===== src/inc/adc_ctl_pkg.sv =====
// constants and types for the sar converter control sequencer
// assumes a single 200 MHz system clock domain and an 8-bit sfr bus
package adc_ctl_pkg;

  localparam logic [7:0] SFR_ADDR_CTL = 8'hE8;
  localparam logic [7:0] CTL_RESET    = 8'h00;

  localparam int BIT_POWER     = 7;
  localparam int BIT_TRACK_SEL = 6;
  localparam int BIT_DONE      = 5;
  localparam int BIT_BUSY      = 4;
  localparam int BIT_SRC_HI    = 3;
  localparam int BIT_SRC_LO    = 2;
  localparam int BIT_WINDOW    = 1;
  localparam int BIT_ALIGN     = 0;

  localparam int RESULT_W = 10;

  // tracking window length in converter clock periods
  localparam logic [1:0] TRACK_SAR_CLKS = 2'h3;

  typedef enum logic [1:0] {
    SRC_SW_WRITE = 2'b00,
    SRC_TIMER3   = 2'b01,
    SRC_EXT_PIN  = 2'b10,
    SRC_TIMER2   = 2'b11
  } start_src_t;

  typedef enum logic [1:0] {
    ST_IDLE  = 2'b00,
    ST_TRACK = 2'b01,
    ST_CONV  = 2'b10
  } seq_state_t;

  typedef struct packed {
    logic power;
    logic track;
    logic start;
  } core_ctl_t;

endpackage : adc_ctl_pkg


===== src/hdl/sar_adc_control_sequencer.sv =====
// control and status sequencer for a successive-approximation converter
// assumes the sfr bus, timer strobes, start pin and core status are all
// synchronous to clk_sys; sar_tick marks one converter clock period
//
// Overview of operation
// - enable bit set powers the converter and lets it accept starts
// - enable bit clear keeps it shut down, no tracking or conversion
// - track select zero: track always except while converting
// - track select one: tracking follows the start source field
// - source 00: software busy write opens a three sar clock window
// - source 01: timer 3 overflow opens a three sar clock window
// - source 10: track only while the external start pin is low
// - source 11: timer 2 overflow opens a three sar clock window
// - done flag sets on each finished conversion, only software clears
// - busy reads one through the tracking window and the conversion, zero otherwise and after reset
// - busy falling edge raises an interrupt when it is enabled
// - busy write one starts only with source 00, writing zero does nothing
// - source 00: a software busy write of one made while idle and powered starts a conversion
// - source 01: a timer 3 overflow while idle and powered starts a conversion
// - source 10: a rising start pin edge while idle and powered starts a conversion
// - source 11: a timer 2 overflow while idle and powered starts a conversion
// - window flag sets on a matching result, stays until software clears
// - align bit zero: result right justified over high and low bytes
`timescale 1ns/1ps
`default_nettype none

module sar_adc_control_sequencer (
  input  wire  logic                  clk_sys,
  input  wire  logic                  sys_rst,
  input  wire  logic [7:0]            sfr_addr,
  input  wire  logic                  sfr_wr,
  input  wire  logic [7:0]            sfr_wdata,
  output logic [7:0]                  sfr_rdata,
  input  wire  logic                  sar_tick,
  input  wire  logic                  timer2_ovf,
  input  wire  logic                  timer3_ovf,
  input  wire  logic                  ext_start_pin,
  input  wire  logic                  core_done,
  input  wire  logic [9:0]            core_result,
  input  wire  logic                  window_match,
  input  wire  logic                  irq_enable,
  output adc_ctl_pkg::core_ctl_t      core_ctl,
  output logic [7:0]                  result_high_byte,
  output logic [7:0]                  result_low_byte,
  output logic                        conv_irq
);

  logic                     conv_power_on_q;
  logic                     track_select_q;
  logic [1:0]               start_source_sel_q;
  logic                     conv_done_flag_q;
  logic                     window_hit_flag_q;
  logic                     result_align_left_q;
  adc_ctl_pkg::seq_state_t  state_q;
  adc_ctl_pkg::seq_state_t  state_d;
  logic [1:0]               tick_cnt_q;
  logic [1:0]               tick_cnt_d;
  logic                     pin_prev_q;
  logic                     busy_q;
  logic [7:0]               sfr_rdata_q;
  adc_ctl_pkg::core_ctl_t   core_ctl_q;
  logic [7:0]               res_hi_q;
  logic [7:0]               res_lo_q;
  logic                     conv_irq_q;

  // decode
  wire ctl_wr     = sfr_wr && (sfr_addr == adc_ctl_pkg::SFR_ADDR_CTL);
  wire busy_wr1   = ctl_wr && sfr_wdata[adc_ctl_pkg::BIT_BUSY];
  wire src_sw     = (start_source_sel_q == adc_ctl_pkg::SRC_SW_WRITE);
  wire src_t3     = (start_source_sel_q == adc_ctl_pkg::SRC_TIMER3);
  wire src_pin    = (start_source_sel_q == adc_ctl_pkg::SRC_EXT_PIN);
  wire src_t2     = (start_source_sel_q == adc_ctl_pkg::SRC_TIMER2);
  wire pin_rise   = ext_start_pin && !pin_prev_q;

  // start request from the selected source; a write of zero never starts
  wire start_req  = (src_sw && busy_wr1)
                  || (src_t3 && timer3_ovf)
                  || (src_pin && pin_rise)
                  || (src_t2 && timer2_ovf);

  // starts are ignored while busy or powered down
  wire start_ok   = conv_power_on_q && (state_q == adc_ctl_pkg::ST_IDLE) && start_req;
  // pin mode samples at the edge, so no fixed window precedes the conversion
  wire use_window = track_select_q && !src_pin;
  wire win_end    = (state_q == adc_ctl_pkg::ST_TRACK) && sar_tick
                  && (tick_cnt_q == adc_ctl_pkg::TRACK_SAR_CLKS - 2'h1);

  always_comb begin
    state_d    = state_q;
    tick_cnt_d = tick_cnt_q;
    unique case (state_q)
      adc_ctl_pkg::ST_IDLE: begin
        tick_cnt_d = 2'h0;
        if (start_ok) begin
          state_d = use_window ? adc_ctl_pkg::ST_TRACK : adc_ctl_pkg::ST_CONV;
        end
      end
      adc_ctl_pkg::ST_TRACK: begin
        if (sar_tick) begin
          tick_cnt_d = tick_cnt_q + 2'h1;
        end
        if (win_end) begin
          state_d = adc_ctl_pkg::ST_CONV;
        end
      end
      adc_ctl_pkg::ST_CONV: begin
        if (core_done) begin
          state_d = adc_ctl_pkg::ST_IDLE;
        end
      end
      default: begin
        state_d = adc_ctl_pkg::ST_IDLE;
      end
    endcase
    if (!conv_power_on_q) begin
      state_d    = adc_ctl_pkg::ST_IDLE;
      tick_cnt_d = 2'h0;
    end
  end

  wire busy_d = (state_d != adc_ctl_pkg::ST_IDLE);

  // tracking level toward the analog core
  wire track_d = conv_power_on_q && (state_d != adc_ctl_pkg::ST_CONV)
               && (!track_select_q
                   || (src_pin && !ext_start_pin)
                   || (state_d == adc_ctl_pkg::ST_TRACK));

  wire conv_start_d = (state_d == adc_ctl_pkg::ST_CONV) && (state_q != adc_ctl_pkg::ST_CONV);

  // a finishing conversion beats a software clear in the same cycle
  wire done_evt = core_done && (state_q == adc_ctl_pkg::ST_CONV);
  wire done_d   = done_evt
                || (conv_done_flag_q && !(ctl_wr && !sfr_wdata[adc_ctl_pkg::BIT_DONE]));
  wire win_d    = (done_evt && window_match)
                || (window_hit_flag_q && !(ctl_wr && !sfr_wdata[adc_ctl_pkg::BIT_WINDOW]));

  wire [7:0] hi_right = {6'h00, core_result[9:8]};
  wire [7:0] lo_right = core_result[7:0];
  wire [7:0] hi_left  = core_result[9:2];
  wire [7:0] lo_left  = {core_result[1:0], 6'h00};

  wire [7:0] ctl_view = {conv_power_on_q, track_select_q, conv_done_flag_q, busy_q,
                         start_source_sel_q, window_hit_flag_q, result_align_left_q};

  always_ff @(posedge clk_sys) begin
    if (sys_rst) begin
      conv_power_on_q     <= adc_ctl_pkg::CTL_RESET[adc_ctl_pkg::BIT_POWER];
      track_select_q      <= adc_ctl_pkg::CTL_RESET[adc_ctl_pkg::BIT_TRACK_SEL];
      start_source_sel_q  <= adc_ctl_pkg::CTL_RESET[adc_ctl_pkg::BIT_SRC_HI:adc_ctl_pkg::BIT_SRC_LO];
      result_align_left_q <= adc_ctl_pkg::CTL_RESET[adc_ctl_pkg::BIT_ALIGN];
    end else if (ctl_wr) begin
      conv_power_on_q     <= sfr_wdata[adc_ctl_pkg::BIT_POWER];
      track_select_q      <= sfr_wdata[adc_ctl_pkg::BIT_TRACK_SEL];
      start_source_sel_q  <= sfr_wdata[adc_ctl_pkg::BIT_SRC_HI:adc_ctl_pkg::BIT_SRC_LO];
      result_align_left_q <= sfr_wdata[adc_ctl_pkg::BIT_ALIGN];
    end
  end

  always_ff @(posedge clk_sys) begin
    if (sys_rst) begin
      state_q           <= adc_ctl_pkg::ST_IDLE;
      tick_cnt_q        <= 2'h0;
      busy_q            <= 1'b0;
      pin_prev_q        <= 1'b0;
      conv_done_flag_q  <= 1'b0;
      window_hit_flag_q <= 1'b0;
    end else begin
      state_q           <= state_d;
      tick_cnt_q        <= tick_cnt_d;
      busy_q            <= busy_d;
      pin_prev_q        <= ext_start_pin;
      conv_done_flag_q  <= done_d;
      window_hit_flag_q <= win_d;
    end
  end

  always_ff @(posedge clk_sys) begin
    if (sys_rst) begin
      core_ctl_q  <= '0;
      conv_irq_q  <= 1'b0;
      sfr_rdata_q <= adc_ctl_pkg::CTL_RESET;
    end else begin
      core_ctl_q  <= '{power: conv_power_on_q, track: track_d, start: conv_start_d};
      conv_irq_q  <= busy_q && !busy_d && irq_enable;
      sfr_rdata_q <= ctl_view;
    end
  end

  // the result bytes keep the alignment in force when the conversion ended
  always_ff @(posedge clk_sys) begin
    if (sys_rst) begin
      res_hi_q <= 8'h00;
      res_lo_q <= 8'h00;
    end else if (done_evt) begin
      res_hi_q <= result_align_left_q ? hi_left : hi_right;
      res_lo_q <= result_align_left_q ? lo_left : lo_right;
    end
  end

  assign sfr_rdata        = sfr_rdata_q;
  assign core_ctl         = core_ctl_q;
  assign result_high_byte = res_hi_q;
  assign result_low_byte  = res_lo_q;
  assign conv_irq         = conv_irq_q;
endmodule : sar_adc_control_sequencer

`default_nettype wire


===== config.mk =====
export PLATFORM = sky130hd
export DESIGN_NAME = sar_adc_control_sequencer
export DESIGN_NICKNAME = d
export VERILOG_FILES = /design/src/inc/adc_ctl_pkg.sv /design/src/hdl/sar_adc_control_sequencer.sv
export SDC_FILE = /design/constraint.sdc
export NUM_CORES = 1
export LEC_CHECK = 0
export ABC_CLOCK_PERIOD_IN_PS = 1950
export BUFFER_PORTS_ARGS = -buffer_cell sky130_fd_sc_hd__buf_2
export CAP_MARGIN = 40
export CORE_MARGIN = 2
export CORE_UTILIZATION = 30
export CTS_BUF_LIST = sky130_fd_sc_hd__clkbuf_8
export DETAILED_ROUTE_END_ITERATION = 7
export SLEW_MARGIN = 10
export SYNTH_ARGS = -nofsm -noshare
export SYNTH_HDL_FRONTEND = slang
export SYNTH_SLANG_ARGS = --single-unit

===== constraint.sdc =====
create_clock -name clk_sys -period 1.95 [get_ports clk_sys]
set_input_delay 0.195 -clock clk_sys [delete_from_list [all_inputs] [get_ports clk_sys]]
set_output_delay 0.195 -clock clk_sys [all_outputs]
set_load 0.01 [all_outputs]

==> impl_metrics.yaml <==
global_route:
  grt_pass1_wl_um: 6070
  grt_max_degree: 32
  grt.overflow.total: 0
  grtUsageTotal: 0.127
  grt_pass1_vias: 1299
  antenna_found_initial: 0
die:
  fp-row-count: 26
  pin_count: 64
  start_util: 0.314
  core-area_um2: 5140
  die_w_um: 77.3
  die_area_um2: 5980
  chipHeight_um: 77.3
logic_synthesis:
  muxShareOfSynthArea: 0.0403
  synth_cells: 179
  synth_top_family_by_area: "simple AND/OR/NAND/NOR gates"
  synth.cell_area_um2: 1610
  synth_top_area_share: 0.497
  synth_nets: 216
  synth-seq-cells: 40
  synth_seq_area_share: 0.497
  synth_area_leaders: "dfxtp_1, a21oi_1, nand2_1"
  synthXorXnorAreaFrac: 0
  synth-compound-area-share: 0.161
  synth_common_cells: "dfxtp_1, nand2_1, a21oi_1"
  synth_top_area_cell: "dfxtp_1"
  synthSimpleGateAreaFrac: 0.257
  synth-edff-count: 0
  ys_types: 37
  synth_fa_ha_area_frac: 0.00776
  ys.flop_type: "dfxtp_1"
  synthArstFlopShare: 0
  avgSynthCellArea_um2: 9.01
  yosysMostFrequentCell: "dfxtp_1"
  synth_warnings: 0
sta:
  hold_viol_final: 0
  report.final.slew_viol_count: 0
  fin_crit_ns: 1.61
  tightestPinTransition_ns: 0.611
  setup_viol: 0
  fmax_mhz: 620
  rsz0062_at_grt: "no"
  setup_tns_ns: 0
  skew_ns: 0.00840
  whs_ns: 0.139
  period_share: 0.827
  maxSlewHeadroom: 0.592
run_status:
  status: "finished, final reports clean"
clock_tree:
  root_buffer: "clkbuf_8"
  worstSkewPairLatency_ns: 0.29
  hold_buffers: 0
  cts-resized-gates: 0
  clk_path_buf_depth: 2
  cts_setup_buffers: 0
  cts.sinks: 40
  h-tree-depth: 2
  clkTransAtPathRegs_ns: 0.07
  cts_buffers: 5
  cts_tree: "yes"
critical_path:
  rr_worst_depth: 4
  path_cells: "or3b_2, o21ai_0, a221oi_1, mux2_4"
  crit_type: "reg2reg"
  cp.arrival_ns: 1.79
  critical-path-max-stage-delay_ns: 0.50
  rr_startpoint: "state_q[1]"
  r2r_slack_ns: 0.34
  crit_path_start_kind: "flip-flop"
  worstPathMaxFanout: 10
  cp_slowest_cell: "or3b_2"
  crit_required_ns: 2.12
  timing.rr.end: "core_ctl[1]"
  end_kind: "flip-flop"
routing:
  drtAntennaViolNets: 0
  routed-via-count: 1409
  drc: 0
  wl_per_cell_um: 11.7
  drt_wl_total_um: 3640
  via_per_inst: 4.55
  first_pass_iters: 3
  initialDrtViolationCount: 50
layout:
  antennaDiodeCount: 0
  finalNonFillerCells: 310
  final_area_um2: 2110
  syn_to_final_growth_pct: 31.0
  finalNetCount: 277
  drive_above_1_share: 0.333
placed_design:
  io_buffers: 63
  place_area_um2: 1980
  dpl.hpwl_um: 2670
  place_inst: 303
  globalplace.congestion: 0.783
pwr:
  p_leak_uw: 0.000886
  intPower_uw: 1350
  pwr-share-clk: 0.468
  p_sw_frac: 0.185
  seqPwrFrac: 0.493
  p_per_area_nw_per_um2: 786
  switchingPower_uw: 307
  p_comb_frac: 0.039
  vdd_drop_max_v: 0.000327
hold_path:
  hp-class: "in2reg"
  hold_start: "window_match"
  holdPathStages: 3
  hold_end: "window_hit_flag_q"
job:
  cap_violations: 0
==> stage by stage <==
stage | total power, uW | util | worst slack [ns]
after floorplan | 855 | - | 0.443
after global placement | 903 | 0.386 | 0.257
after detailed placement | 903 | 0.386 | 0.246
after CTS | 1680 | 0.411 | 0.351
after global routing | 1720 | 0.411 | 0.270
final | 1660 | 0.411 | 0.337
==> cells by family (layout without fill, tap and decap cells) <==
kind of cell / count (synthesis) / count (layout)
mux: 6 / 6
simple gates: 74 / 74
compound gates: 43 / 43
flops: 40 / 40
fa+ha+maj: 1 / 1
buf+inv: 15 / 76
==> state kept, by name, indices dropped and copies added (netlist names) <==
register             flops
conv_done_flag_q         1
sfr_rdata                8
result_high_byte         8
window_hit_flag_q        1
result_align_left_q      1
tick_cnt_q               2
start_source_sel_q       2
state_q                  2
core_ctl                 2
conv_power_on_q          1
result_low_byte          8
track_select_q           1
conv_irq                 1
pin_prev_q               1
busy_q                   1
==> cells in the final DEF, fill, tap and decap left out, types with 2 or more instances in the layout <==
cell type,synthesis,layout
bufinv_16,0,2
buf_4,1,2
nor2b_1,8,8
nand2_1,28,28
nand2b_1,3,3
nand3b_1,8,8
a211oi_1,5,5
inv_1,4,4
dfxtp_1,40,40
clkbuf_8,0,5
mux2i_1,5,5
o21ai_0,5,5
nor2_1,10,10
nor3_1,2,2
a21oi_1,23,23
buf_2,1,63
nand3_1,6,6
==> power by group through the flow <==
| stage | Clock [uW] | Combinational, uW | Sequential (uW) |
|---|---|---|---|
| after global routing | 829 | 71.7 | 818 |
| after floorplan | 0 | 17.8 | 837 |
| final | 778 | 65.0 | 818 |
| after detailed placement | 0 | 65.9 | 837 |
| after global placement | 0 | 65.7 | 837 |
| after CTS | 797 | 66.2 | 818 |
==> worst max-delay path, delay by kind of cell, from the launching register on <==
| kind | cells | cell delay, ns |
|---|---|---|
| AOI/OAI and AO/OA | 2 | 0.26 |
| DFF | 1 | 0.48 |
| muxes | 1 | 0.27 |
| and+or+nand+nor | 1 | 0.50 |
==> routing by layer <==
metal | wire (um) | vias to the layer above | global-route usage
li1 | - | 740 | -
met1 | 1730 | 628 | 0.164
met2 | 1690 | 35 | 0.204
met3 | 168 | 6 | 0.0282
met4 | 53 | 0 | 0.0536
met5 | 0 | - | 0
==> cell type report <==
type | instances | area (um2)
Fill cell | 560 | 3030
Sequential cell | 40 | 801
Multi-Input combinational cell | 124 | 751
Timing Repair Buffer | 65 | 330
Tap cell | 70 | 87.6
Clock buffer | 5 | 68.8
Clock inverter | 2 | 60.1
Inverter | 4 | 15.0
==> how the worst max path moves through the flow <==
stage | startpoint | endpoint | depth (start not counted)
floorplan | sfr_addr[4] | core_ctl[1] | 4
global placement | sfr_addr[4] | core_ctl[1] | 5
detailed placement | sfr_addr[4] | core_ctl[1] | 5
CTS | state_q[1] | core_ctl[1] | 4
global route | state_q[1] | core_ctl[1] | 4
finish | state_q[1] | core_ctl[1] | 4
Power figures use the tool's default switching activity.
